**config.mk**
```make
export PLATFORM = sky130hd
export DESIGN_NAME = slb_top
export DESIGN_NICKNAME = d
export VERILOG_FILES = /design/src/slb_baud_gen.v /design/src/slb_pin_mux.v /design/src/slb_top.v
export VERILOG_INCLUDE_DIRS = /design/src /design/src/src
export SDC_FILE = /design/constraint.sdc
export NUM_CORES = 1
export LEC_CHECK = 0
export ABC_CLOCK_PERIOD_IN_PS = 3500
export BUFFER_PORTS_ARGS = -buffer_cell sky130_fd_sc_hd__buf_2
export CORE_AREA = 2 2 119 133
export CTS_CLUSTER_SIZE = 20
export DETAILED_ROUTE_END_ITERATION = 10
export DIE_AREA = 0 0 121 135
export GPL_TIMING_DRIVEN = 0
export HOLD_SLACK_MARGIN = 0.12
export PLACE_DENSITY = 0.68
export SLEW_MARGIN = 5
export SYNTH_ARGS = -nofsm -noshare
export SYNTH_HDL_FRONTEND = slang
export SYNTH_SLANG_ARGS = --single-unit
export TNS_END_PERCENT = 20
```
**constraint.sdc**
```tcl
create_clock -name ref_clk -period 3.5 [get_ports ref_clk]
set_input_delay 0.7 -clock ref_clk [delete_from_list [all_inputs] [get_ports ref_clk]]
set_output_delay 0.7 -clock ref_clk [all_outputs]
set_load 0.01 [all_outputs]
```
**src/slb_regs.vh**
```
// register map, fields and reset values of the loop/baud block
// assumes a 32-bit AXI4-Lite slave, byte address = 4 * index
`ifndef SLB_REGS_VH
`define SLB_REGS_VH

// register indices
`define SLB_IDX_BAUD_HI 10'h0c0
`define SLB_IDX_BAUD_LO 10'h0c1
`define SLB_IDX_LINE_CTRL0 10'h0c2
`define SLB_IDX_ENABLE_CTRL 10'h0c3
`define SLB_IDX_STATUS 10'h0c4
`define SLB_IDX_LINE_CTRL1 10'h0ca

// line control fields
`define SLB_LC_LOOP 7
`define SLB_LC_OPEN_DRAIN 6
`define SLB_LC_RX_SOURCE 5
`define SLB_LC_NINE_BIT 4
`define SLB_LC_WAKE_KIND 3
`define SLB_LC_IDLE_START 2
`define SLB_LC_PARITY_ON 1
`define SLB_LC_PARITY_ODD 0

// enable / interrupt control fields
`define SLB_EC_TX_EMPTY_IE 7
`define SLB_EC_TX_DONE_IE 6
`define SLB_EC_RX_FULL_IE 5
`define SLB_EC_IDLE_IE 4
`define SLB_EC_TX_EN 3
`define SLB_EC_RX_EN 2
`define SLB_EC_STANDBY 1
`define SLB_EC_SEND_BREAK 0

// baud high byte: test bits over divisor bits 12:8
`define SLB_BH_TEST_MASK 8'he0
`define SLB_BH_DIV_MASK 8'h1f

// reset values
`define SLB_RST_LINE_CTRL 8'h00
`define SLB_RST_ENABLE_CTRL 8'h00
`define SLB_RST_BAUD_HI 8'h00
`define SLB_RST_BAUD_LO 8'h04

// last rt count of a bit
`define SLB_RT_PER_BIT 4'hf

// bus answers
`define SLB_RESP_OKAY 2'b00
`define SLB_RESP_SLVERR 2'b10

`endif

```
**src/slb_baud_gen.v**
```verilog
// baud generator: 13-bit divisor, x16 sample tick and bit tick
// assumes divisor is the committed value
`timescale 1ns/1ns
`default_nettype none

`include "slb_regs.vh"

module slb_baud_gen
(
   input  wire        ref_clk,
   input  wire        srst,
   input  wire        run,
   input  wire [12:0] divisor,
   output reg         rt_tick_q,
   output reg         bit_tick_q
);

   reg [12:0] div_cnt_q;
   reg [3:0]  rt_cnt_q;

   always @(posedge ref_clk)
   begin
      if (srst || !run || divisor == 13'h0000)
      begin
         div_cnt_q  <= 13'h0000;
         rt_cnt_q   <= 4'h0;
         rt_tick_q  <= 1'b0;
         bit_tick_q <= 1'b0;
      end
      else
      begin
         // one rt tick per divisor clocks, one bit per 16 rt ticks
         rt_tick_q  <= 1'b0;
         bit_tick_q <= 1'b0;
         if (div_cnt_q >= divisor - 13'h0001)
         begin
            div_cnt_q <= 13'h0000;
            rt_tick_q <= 1'b1;
            rt_cnt_q  <= rt_cnt_q + 4'h1;
            if (rt_cnt_q == `SLB_RT_PER_BIT)
               bit_tick_q <= 1'b1;
         end
         else
            div_cnt_q <= div_cnt_q + 13'h0001;
      end
   end

endmodule // slb_baud_gen

`default_nettype wire

```
**src/slb_pin_mux.v**
```verilog
// receiver source and pin drive selection, combinational
// assumes synchronised pin levels
`timescale 1ns/1ns
`default_nettype none

module slb_pin_mux
(
   input  wire loop_select,
   input  wire receiver_source,
   input  wire open_drain_select,
   input  wire tx_enable,
   input  wire rx_enable,
   input  wire tx_pin_direction,
   input  wire tx_serial_out,
   input  wire tx_gpio_out,
   input  wire rx_gpio_out,
   input  wire rx_gpio_dir,
   input  wire tx_pin_sync,
   input  wire rx_pin_sync,
   output reg  rx_serial_in,
   output reg  tx_pin_o,
   output reg  tx_pin_oe,
   output reg  rx_pin_o,
   output reg  rx_pin_oe
);

   reg tx_val;
   reg tx_drv;
   reg rx_val;
   reg rx_drv;

   always @*
   begin
      tx_val = 1'b1;
      tx_drv = 1'b0;
      rx_val = rx_gpio_out;
      rx_drv = rx_gpio_dir;
      rx_serial_in = 1'b1;
      if (!loop_select)
      begin
         rx_serial_in = rx_pin_sync;
         tx_val = tx_enable ? tx_serial_out : tx_gpio_out;
         tx_drv = tx_enable | tx_pin_direction;
         if (rx_enable)
            rx_drv = 1'b0;
      end
      else if (!receiver_source)
      begin
         rx_serial_in = tx_serial_out;
         tx_val = tx_pin_direction ? tx_serial_out : 1'b1;
         tx_drv = 1'b1;
      end
      else
      begin
         // pushed line reads back the driver; open drain reads the wire
         if (tx_pin_direction && !open_drain_select)
            rx_serial_in = tx_serial_out;
         else
            rx_serial_in = tx_pin_sync;
         tx_val = tx_serial_out;
         tx_drv = tx_pin_direction;
      end
      // open drain only pulls low; push-pull drives both levels
      tx_pin_o  = open_drain_select ? 1'b0 : tx_val;
      tx_pin_oe = tx_drv & (~open_drain_select | ~tx_val);
      rx_pin_o  = open_drain_select ? 1'b0 : rx_val;
      rx_pin_oe = rx_drv & (~open_drain_select | ~rx_val);
   end

endmodule // slb_pin_mux

`default_nettype wire

```
**src/slb_top.v**
```verilog
// loop/single-wire routing, baud control and enable registers
// assumes AXI4-Lite master and transmitter/receiver on ref_clk
// Function
// single-wire: rx pin freed, tx pin carries both ways
// single-wire: direction set drives tx pin, clear makes it input
// loop plus rx source: receiver reads tx pin
// open drain single-wire receives with direction set
// loop alone feeds transmitter into receiver
// loop: direction set drives pin, clear idles or floats
// open drain select on both pins when outputs
// rate is clock over 16 times divisor
// divisor commits on low byte write
// baud stopped before first enable or at zero divisor
// test bits writable in special mode only
// eight or nine data bits
// standby exit on address mark or idle
// idle count after stop or start bit
// parity in top data bit when on
// odd or even parity
// tx empty request gated by its enable
// tx done request gated by its enable
// rx full and overrun gated by rx full enable
// enables run transmitter and receiver
// no loop: rx pin feeds receiver, tx pin driven; the code drives the tx pin only with tx enable or direction set
`timescale 1ns/1ns
`default_nettype none

`include "slb_regs.vh"

module slb_top
(
   input  wire        ref_clk,
   input  wire        srst,
   // axi4-lite slave
   input  wire [31:0] s_axi_awaddr,
   input  wire        s_axi_awvalid,
   output reg         s_axi_awready,
   input  wire [31:0] s_axi_wdata,
   input  wire [3:0]  s_axi_wstrb,
   input  wire        s_axi_wvalid,
   output reg         s_axi_wready,
   output reg  [1:0]  s_axi_bresp,
   output reg         s_axi_bvalid,
   input  wire        s_axi_bready,
   input  wire [31:0] s_axi_araddr,
   input  wire        s_axi_arvalid,
   output reg         s_axi_arready,
   output reg  [31:0] s_axi_rdata,
   output reg  [1:0]  s_axi_rresp,
   output reg         s_axi_rvalid,
   input  wire        s_axi_rready,
   // system
   input  wire        special_mode,
   input  wire        tx_pin_direction,
   input  wire        tx_gpio_out,
   input  wire        rx_gpio_out,
   input  wire        rx_gpio_dir,
   // transmitter / receiver side
   input  wire        tx_serial_out,
   input  wire [8:0]  tx_char,
   input  wire [8:0]  rx_char,
   input  wire        tx_buffer_empty_flag,
   input  wire        tx_done_flag,
   input  wire        rx_full_flag,
   input  wire        overrun_flag,
   input  wire        standby_clear,
   output reg         rx_serial_in_q,
   output reg         tx_enable_q,
   output reg         rx_enable_q,
   output reg         nine_bit_data_q,
   output reg         standby_exit_kind_q,
   output reg         idle_count_start_q,
   output reg         parity_on_q,
   output reg         parity_odd_select_q,
   output reg         idle_irq_en_q,
   output reg         standby_q,
   output reg         send_break_q,
   output reg         tx_parity_bit_q,
   output reg         rx_parity_error_q,
   output reg         rt_tick_q,
   output reg         bit_tick_q,
   output reg         irq_req_q,
   output reg  [3:0]  gpio_tx_pin_q,
   // pins
   input  wire        tx_pin_i,
   output reg         tx_pin_o_q,
   output reg         tx_pin_oe_q,
   input  wire        rx_pin_i,
   output reg         rx_pin_o_q,
   output reg         rx_pin_oe_q
);

   ////////////////////////////////////////////////////////////////////////
   // helpers

   // parity over the data bits below the parity position
   function calc_parity;
      input [8:0] ch;
      input       nine;
      input       odd;
      reg   [7:0] body;
      begin
         body = nine ? ch[7:0] : {1'b0, ch[6:0]};
         calc_parity = (^body) ^ odd;
      end
   endfunction

   function [9:0] word_index;
      input [31:0] addr;
      begin
         word_index = addr[11:2];
      end
   endfunction

   ////////////////////////////////////////////////////////////////////////
   // pin synchronisers

   reg tx_pin_meta_q;
   reg tx_pin_sync_q;
   reg rx_pin_meta_q;
   reg rx_pin_sync_q;

   always @(posedge ref_clk)
   begin
      if (srst)
      begin
         tx_pin_meta_q <= 1'b1;
         tx_pin_sync_q <= 1'b1;
         rx_pin_meta_q <= 1'b1;
         rx_pin_sync_q <= 1'b1;
      end
      else
      begin
         tx_pin_meta_q <= tx_pin_i;
         tx_pin_sync_q <= tx_pin_meta_q;
         rx_pin_meta_q <= rx_pin_i;
         rx_pin_sync_q <= rx_pin_meta_q;
      end
   end

   ////////////////////////////////////////////////////////////////////////
   // registers

   reg [7:0]  line_ctrl0_q;
   reg [7:0]  line_ctrl1_q;
   reg [7:0]  enable_ctrl_q;
   reg [7:0]  baud_hi_q;
   reg [7:0]  baud_lo_q;
   reg [12:0] divisor_q;
   reg        baud_started_q;

   // write channel state
   reg        aw_held_q;
   reg [9:0]  aw_idx_q;
   reg        w_held_q;
   reg [7:0]  w_byte_q;
   reg        w_lane_q;

   wire       wr_fire = aw_held_q & w_held_q & ~s_axi_bvalid;
   reg        wr_hit;

   always @*
   begin
      case (aw_idx_q)
         `SLB_IDX_BAUD_HI,
         `SLB_IDX_BAUD_LO,
         `SLB_IDX_LINE_CTRL0,
         `SLB_IDX_ENABLE_CTRL,
         `SLB_IDX_LINE_CTRL1: wr_hit = 1'b1;
         default:             wr_hit = 1'b0;
      endcase
   end

   // address and data taken independently, answer once both are in
   always @(posedge ref_clk)
   begin
      if (srst)
      begin
         aw_held_q     <= 1'b0;
         aw_idx_q      <= 10'h000;
         w_held_q      <= 1'b0;
         w_byte_q      <= 8'h00;
         w_lane_q      <= 1'b0;
         s_axi_awready <= 1'b0;
         s_axi_wready  <= 1'b0;
         s_axi_bvalid  <= 1'b0;
         s_axi_bresp   <= `SLB_RESP_OKAY;
      end
      else
      begin
         s_axi_awready <= 1'b0;
         s_axi_wready  <= 1'b0;
         if (s_axi_awvalid && !aw_held_q && !s_axi_awready)
         begin
            s_axi_awready <= 1'b1;
            aw_held_q     <= 1'b1;
            aw_idx_q      <= word_index(s_axi_awaddr);
         end
         if (s_axi_wvalid && !w_held_q && !s_axi_wready)
         begin
            s_axi_wready <= 1'b1;
            w_held_q     <= 1'b1;
            w_byte_q     <= s_axi_wdata[7:0];
            w_lane_q     <= s_axi_wstrb[0];
         end
         if (wr_fire)
         begin
            aw_held_q    <= 1'b0;
            w_held_q     <= 1'b0;
            s_axi_bvalid <= 1'b1;
            s_axi_bresp  <= wr_hit ? `SLB_RESP_OKAY : `SLB_RESP_SLVERR;
         end
         else if (s_axi_bvalid && s_axi_bready)
            s_axi_bvalid <= 1'b0;
      end
   end

   wire wr_en = wr_fire & wr_hit & w_lane_q;

   always @(posedge ref_clk)
   begin
      if (srst)
      begin
         line_ctrl0_q   <= `SLB_RST_LINE_CTRL;
         line_ctrl1_q   <= `SLB_RST_LINE_CTRL;
         enable_ctrl_q  <= `SLB_RST_ENABLE_CTRL;
         baud_hi_q      <= `SLB_RST_BAUD_HI;
         baud_lo_q      <= `SLB_RST_BAUD_LO;
         divisor_q      <= {5'h00, `SLB_RST_BAUD_LO};
         baud_started_q <= 1'b0;
      end
      else
      begin
         if (wr_en && aw_idx_q == `SLB_IDX_LINE_CTRL0)
            line_ctrl0_q <= w_byte_q;
         if (wr_en && aw_idx_q == `SLB_IDX_LINE_CTRL1)
            line_ctrl1_q <= w_byte_q;
         if (wr_en && aw_idx_q == `SLB_IDX_ENABLE_CTRL)
            enable_ctrl_q <= w_byte_q;
         else if (standby_clear)
            enable_ctrl_q[`SLB_EC_STANDBY] <= 1'b0;
         if (wr_en && aw_idx_q == `SLB_IDX_BAUD_HI)
         begin
            // test bits only move in special mode
            baud_hi_q <= (w_byte_q & `SLB_BH_DIV_MASK) |
                         ((special_mode ? w_byte_q : baud_hi_q)
                          & `SLB_BH_TEST_MASK);
         end
         if (wr_en && aw_idx_q == `SLB_IDX_BAUD_LO)
         begin
            baud_lo_q <= w_byte_q;
            // divisor commits on the low byte only
            divisor_q <= {baud_hi_q[4:0], w_byte_q};
         end
         if (enable_ctrl_q[`SLB_EC_TX_EN] || enable_ctrl_q[`SLB_EC_RX_EN])
            baud_started_q <= 1'b1;
      end
   end

   ////////////////////////////////////////////////////////////////////////
   // read channel

   reg [7:0] rd_byte;
   reg       rd_hit;
   reg [9:0] rd_idx;

   always @*
   begin
      rd_idx = word_index(s_axi_araddr);
      rd_hit = 1'b1;
      case (rd_idx)
         `SLB_IDX_BAUD_HI:     rd_byte = baud_hi_q;
         `SLB_IDX_BAUD_LO:     rd_byte = baud_lo_q;
         `SLB_IDX_LINE_CTRL0:  rd_byte = line_ctrl0_q;
         `SLB_IDX_ENABLE_CTRL: rd_byte = enable_ctrl_q;
         `SLB_IDX_LINE_CTRL1:  rd_byte = line_ctrl1_q;
         `SLB_IDX_STATUS:
            rd_byte = {irq_req_q, baud_started_q, rx_parity_error_q,
                       tx_parity_bit_q, tx_buffer_empty_flag,
                       tx_done_flag, rx_full_flag, overrun_flag};
         default:
         begin
            rd_byte = 8'h00;
            rd_hit  = 1'b0;
         end
      endcase
   end

   always @(posedge ref_clk)
   begin
      if (srst)
      begin
         s_axi_arready <= 1'b0;
         s_axi_rvalid  <= 1'b0;
         s_axi_rdata   <= 32'h0000_0000;
         s_axi_rresp   <= `SLB_RESP_OKAY;
      end
      else
      begin
         s_axi_arready <= 1'b0;
         if (s_axi_arvalid && !s_axi_arready && !s_axi_rvalid)
         begin
            s_axi_arready <= 1'b1;
            s_axi_rvalid  <= 1'b1;
            s_axi_rdata   <= {24'h00_0000, rd_byte};
            s_axi_rresp   <= rd_hit ? `SLB_RESP_OKAY : `SLB_RESP_SLVERR;
         end
         else if (s_axi_rvalid && s_axi_rready)
            s_axi_rvalid <= 1'b0;
      end
   end

   ////////////////////////////////////////////////////////////////////////
   // baud generator and pin routing

   wire rt_tick_w;
   wire bit_tick_w;

   slb_baud_gen u_baud
   (
      .ref_clk    (ref_clk),
      .srst       (srst),
      .run        (baud_started_q),
      .divisor    (divisor_q),
      .rt_tick_q  (rt_tick_w),
      .bit_tick_q (bit_tick_w)
   );

   wire rx_in_w;
   wire tx_o_w;
   wire tx_oe_w;
   wire rx_o_w;
   wire rx_oe_w;

   slb_pin_mux u_mux
   (
      .loop_select       (line_ctrl0_q[`SLB_LC_LOOP]),
      .receiver_source   (line_ctrl0_q[`SLB_LC_RX_SOURCE]),
      .open_drain_select (line_ctrl0_q[`SLB_LC_OPEN_DRAIN]),
      .tx_enable         (enable_ctrl_q[`SLB_EC_TX_EN]),
      .rx_enable         (enable_ctrl_q[`SLB_EC_RX_EN]),
      .tx_pin_direction  (tx_pin_direction),
      .tx_serial_out     (tx_serial_out),
      .tx_gpio_out       (tx_gpio_out),
      .rx_gpio_out       (rx_gpio_out),
      .rx_gpio_dir       (rx_gpio_dir),
      .tx_pin_sync       (tx_pin_sync_q),
      .rx_pin_sync       (rx_pin_sync_q),
      .rx_serial_in      (rx_in_w),
      .tx_pin_o          (tx_o_w),
      .tx_pin_oe         (tx_oe_w),
      .rx_pin_o          (rx_o_w),
      .rx_pin_oe         (rx_oe_w)
   );

   ////////////////////////////////////////////////////////////////////////
   // registered outputs

   // every output is a flop, so pins lag the mux by one clock
   always @(posedge ref_clk)
   begin
      if (srst)
      begin
         rx_serial_in_q <= 1'b1;
         tx_pin_o_q <= 1'b1;
         tx_pin_oe_q <= 1'b0;
         rx_pin_o_q <= 1'b1;
         rx_pin_oe_q <= 1'b0;
         tx_enable_q <= 1'b0;
         rx_enable_q <= 1'b0;
         nine_bit_data_q <= 1'b0;
         standby_exit_kind_q <= 1'b0;
         idle_count_start_q <= 1'b0;
         parity_on_q <= 1'b0;
         parity_odd_select_q <= 1'b0;
         idle_irq_en_q <= 1'b0;
         standby_q <= 1'b0;
         send_break_q <= 1'b0;
         tx_parity_bit_q <= 1'b0;
         rx_parity_error_q <= 1'b0;
         rt_tick_q <= 1'b0;
         bit_tick_q <= 1'b0;
         irq_req_q <= 1'b0;
         gpio_tx_pin_q <= 4'h0;
      end
      else
      begin
         rx_serial_in_q <= rx_in_w;
         tx_pin_o_q <= tx_o_w;
         tx_pin_oe_q <= tx_oe_w;
         rx_pin_o_q <= rx_o_w;
         rx_pin_oe_q <= rx_oe_w;
         tx_enable_q <= enable_ctrl_q[`SLB_EC_TX_EN];
         rx_enable_q <= enable_ctrl_q[`SLB_EC_RX_EN];
         nine_bit_data_q <= line_ctrl0_q[`SLB_LC_NINE_BIT];
         standby_exit_kind_q <= line_ctrl0_q[`SLB_LC_WAKE_KIND];
         idle_count_start_q <= line_ctrl0_q[`SLB_LC_IDLE_START];
         parity_on_q <= line_ctrl0_q[`SLB_LC_PARITY_ON];
         parity_odd_select_q <= line_ctrl0_q[`SLB_LC_PARITY_ODD];
         idle_irq_en_q <= enable_ctrl_q[`SLB_EC_IDLE_IE];
         standby_q <= enable_ctrl_q[`SLB_EC_STANDBY];
         send_break_q <= enable_ctrl_q[`SLB_EC_SEND_BREAK];
         tx_parity_bit_q <= calc_parity(tx_char,
                               line_ctrl0_q[`SLB_LC_NINE_BIT],
                               line_ctrl0_q[`SLB_LC_PARITY_ODD]);
         // off means never flagged
         rx_parity_error_q <= line_ctrl0_q[`SLB_LC_PARITY_ON] &
            (calc_parity(rx_char, line_ctrl0_q[`SLB_LC_NINE_BIT],
                         line_ctrl0_q[`SLB_LC_PARITY_ODD]) !=
             (line_ctrl0_q[`SLB_LC_NINE_BIT] ? rx_char[8] : rx_char[7]));
         rt_tick_q <= rt_tick_w;
         bit_tick_q <= bit_tick_w;
         irq_req_q <=
            (tx_buffer_empty_flag & enable_ctrl_q[`SLB_EC_TX_EMPTY_IE]) |
            (tx_done_flag & enable_ctrl_q[`SLB_EC_TX_DONE_IE]) |
            ((rx_full_flag | overrun_flag) &
             enable_ctrl_q[`SLB_EC_RX_FULL_IE]);
         gpio_tx_pin_q <= {line_ctrl0_q[`SLB_LC_LOOP],
                           line_ctrl0_q[`SLB_LC_RX_SOURCE],
                           line_ctrl0_q[`SLB_LC_OPEN_DRAIN],
                           tx_pin_direction};
      end
   end

endmodule // slb_top

`default_nettype wire

```
==> summary.md <==
| Metric | Value |
|---|---|
| Status | finished clean |
| Setup CP Type | flop to flop |
| Yosys top cell by area | dfxtp_1 |
| Pwr Density | 478 nW/µm² |
| Combinational power share | 7.1% |
| Port Buffers | 103 |
| Post-Layout Cell Count | 964 |
| Overall power | 3.53 mW |
| Synthesis-to-layout area growth | 25.4% |
| Iter 0 DRT Violations | 210 |
| Distinct cells, synth | 56 |
| Syn Inst Count | 608 |
| Max cap viols | 0 |
| Fin Setup TNS | 0 ps |
| Fillers | 1396 |
| Setup ws final | 178 ps |
| Final Cycle Share | 94.9% |
| Area of the multi-input gates | 3060 µm² |
| # hold bufs at CTS | 0 |
| Synthesized area per cell | 9.68 µm² |
| Power Internal | 2.73 mW |
| Max VDD drop | 0.000338 V |
| Hold violation count in the final report | 0 |
| Diode count | 0 |
| Hold endpoint | rx_pin_sync_q$_SDFF_PP1_ |
| Layout cells sized above 1 | 26.2% |
| Synth Warn # | 0 |
| Crit path required time | 3800 ps |
| Core Region | 14900 µm² |
| DIE WIDTH | 121 µm |
| Achievable Freq | 301 MHz |
| Seq pwr share | 43.3% |
| Critical register-to-register path startpoint | baud_lo_q[0]$_SDFFE_PP0P_ |
| DR WL/cell | 14.4 µm |
| Final setup fails | 0 |
| Post-synth top area share | 43.9% |
| Initial antenna violation count | 0 |
| Clock power frac | 49.6% |
| Synth area leaders | dfxtp_1 (44%), mux2i_1 (11%), nor2_1 (6.8%) |
| Initial DRT Pass Iterations | 5 |
| Worst setup EP type | flop |
| Slew of the pin with the lowest slew margin | 953 ps |
| Post-route DRC | 0 |
| Clk sinks | 129 |
| IO Count | 203 |
| H-tree depth | 4 |
| Top_reg_cell synth | dfxtp_1 |
| Placed cells | 932 |
| Vias | 4639 |
| Flop2flop setup slack | 180 ps |
| Most common cell in the netlist | dfxtp_1 |
| Gr usage total | 17.8% |
| Final Routed Wirelength | 13.9 mm |
| Starting density of the core | 39.6% |
| Vias/cell | 4.81 |
| Clock Latency Late Sink | 410 ps |
| First-pass GRT wire length | 22.7 mm |
| Net count reported at finish | 909 |
| Full die area | 16300 µm² |
| Number of synthesized flops with an enable pin | 0 |
| Placement Cell Area | 6740 µm² |
| Pre-CTS setup slack | -393 ps |
| Worst Path Arrival | 3620 ps |
| Root Buffer | clkbuf_16 |
| Max clock buf depth | 2 |
| Hold Startpoint | rx_pin_meta_q$_SDFF_PP1_ |
| Max-slew headroom | 36.3% |
| CTS tree | done |
| Crit path time final | 3320 ps |
| Worst Skew | 8.52 ps |
| Worst R2R Path Depth | 13 |
| Rows | 47 |
| Slew Viols, Final | 0 |
| Post-DP HPWL | 10.7 mm |
| Routed Antenna Nets | 0 |
| Hold Path Class | flop to flop |
| CTS Buf Count | 17 |
| Global route overflow | 0 |
| Leak pwr | 3.21 nW |
| Mapped cell area | 5890 µm² |
| Number of synthesized register bits | 129 |
| Setup crit start kind | flop |
| Switching share of total power | 22.8% |
| DIE HEIGHT | 135 µm |
| Clk slew on worst S/H paths | 60 ps |
| Sequential share of the synthesized area | 43.9% |
| Placer's final routability congestion estimate | 0.830 |
| FF/Latch Area | 2580 µm² |
| Vias in the first global route | 4489 |
| Design Area, Final | 7380 µm² |
| Maximum number of pins on one net before global-route repair | 17 |
| Worst r2r dst | u_baud.rt_cnt_q[3]$_SDFFE_PP0P_ |
| Sw power | 0.805 mW |
| Asr flop ratio synth | 0% |
| Critical-path maximum fanout | 6 |
| Synth top cells by count | dfxtp_1 (129), nor2_1 (107), mux2i_1 (66) |
| Hold Crit Depth | 1 |
| RSZ-0062 raised after global routing | no |
power groups by stage:
stage | sequential (mW) | combinational [mW] | clock (mW)
after floorplan | 1.56 | 0.164 | 0
after global routing | 1.53 | 0.278 | 1.84
after detailed placement | 1.56 | 0.251 | 0
after CTS | 1.53 | 0.253 | 1.78
final | 1.53 | 0.251 | 1.75
after global placement | 1.56 | 0.249 | 0
sequential cells by signal, indices dropped and copies added (netlist names), 4 cells and up, named ones only:
name,flops
w_byte_q,8
line_ctrl0_q,8
baud_lo_q,7
aw_idx_q,10
enable_ctrl_q,8
baud_hi_q,5
u_baud.div_cnt_q,13
line_ctrl1_q,8
divisor_q,6
u_baud.rt_cnt_q,4
s_axi_rdata,8
gpio_tx_pin_q,4
what timing repair did:
| item | 4_1_cts | 5_1_grt |
|---|---|---|
| pin swaps | 1 | 1 |
| resized for setup | 10 | 6 |
| setup endpoints to repair | 19 | 17 |
| setup buffers | 1 | 0 |
critical path, cell delays in order, from the launching register on:
cell      delay (ps)
dfxtp_2          340
inv_2             70
ha_2             180
or3b_4           410
or2_4            280
or4_1            490
a21oi_2          150
ha_1             240
and4_4           210
a41o_1           240
a211oi_4         210
buf_6            160
mux2i_1          170
nand2_1           70
metrics by stage:
stage / hold WS (ps) / utilization (%)
after CTS: 408 / 49.6
after global routing: 435 / 49.6
after global placement: 393 / 45.3
final: 407 / 49.6
after detailed placement: 395 / 45.3
after floorplan: 389 / -
kinds of logic after synthesis:
| family | after synthesis | share of synthesized area [%] |
|---|---|---|
| other cells | 1 | 0.0637 |
| buf+inv | 70 | 6.29 |
| compound gates | 63 | 7.14 |
| flops | 129 | 43.9 |
| xor+xnor | 37 | 5.50 |
| fa+ha+maj | 16 | 3.40 |
| simple gates | 216 | 19.1 |
| mux | 76 | 14.7 |
how the worst max path moves through the flow:
stage	startpoint	slack (ps)	to
after floorplan	baud_lo_q[0]$_SDFFE_PP0P_	40	u_baud.div_cnt_q[10]$_SDFF_PP0_
after global placement	baud_lo_q[0]$_SDFFE_PP0P_	-400	u_baud.div_cnt_q[6]$_SDFF_PP0_
after detailed placement	baud_lo_q[0]$_SDFFE_PP0P_	-390	u_baud.div_cnt_q[8]$_SDFF_PP0_
after CTS	baud_lo_q[0]$_SDFFE_PP0P_	50	u_baud.rt_cnt_q[3]$_SDFFE_PP0P_
after global routing	baud_lo_q[1]$_SDFFE_PP0P_	1	u_baud.rt_cnt_q[3]$_SDFFE_PP0P_
final	baud_lo_q[0]$_SDFFE_PP0P_	180	u_baud.rt_cnt_q[3]$_SDFFE_PP0P_
layer usage:
layer	up-vias	wire, µm	global-route usage (%)	part of all wire [%]
met5	-	0	0	0
met2	110	7330	31.4	53
met1	2161	5690	20.6	41
li1	2349	-	-	-
met3	19	580	4.18	4.2
met4	0	312	6.91	2.2
cells in the final DEF (no fill, tap or decap), types with 3 or more instances in the layout:
master,Yosys,routed
mux2i_1,66,66
nor3b_1,4,4
buf_2,2,104
nor2_1,107,107
xnor2_1,27,27
buf_6,1,3
clkbuf_1,19,18
conb_1,1,26
clkinvlp_4,0,4
nand2_1,18,18
ha_1,16,15
and3_1,4,4
and4_1,4,3
clkinv_2,0,3
a211oi_1,3,3
o22ai_1,8,8
buf_1,3,3
inv_1,19,18
clkbuf_16,0,17
a21oi_1,16,15
nand4_1,4,4
dfxtp_1,129,127
mux4_2,8,8
nor3_1,6,6
a22oi_1,17,17
nand2b_1,6,6
nor2b_1,16,16
nand3_1,8,7
xor2_1,10,10
buf_4,26,26
o21ai_0,9,8
or2_2,7,7
and2_1,6,5
clkbuf_8,0,3
nor4_1,5,5
or3_1,3,3
layout make-up:
type	instances	share of cell area [%]
repair buffers	104	7.13
clock inverters	12	1.78
inverters	19	0.966
flip-flops and latches	129	35.0
well taps	196	3.32
clock buffers	20	6.32
plain buffers	50	4.08
multi-input cells	434	41.4
Note: power is estimated with default switching activity, not from simulation.
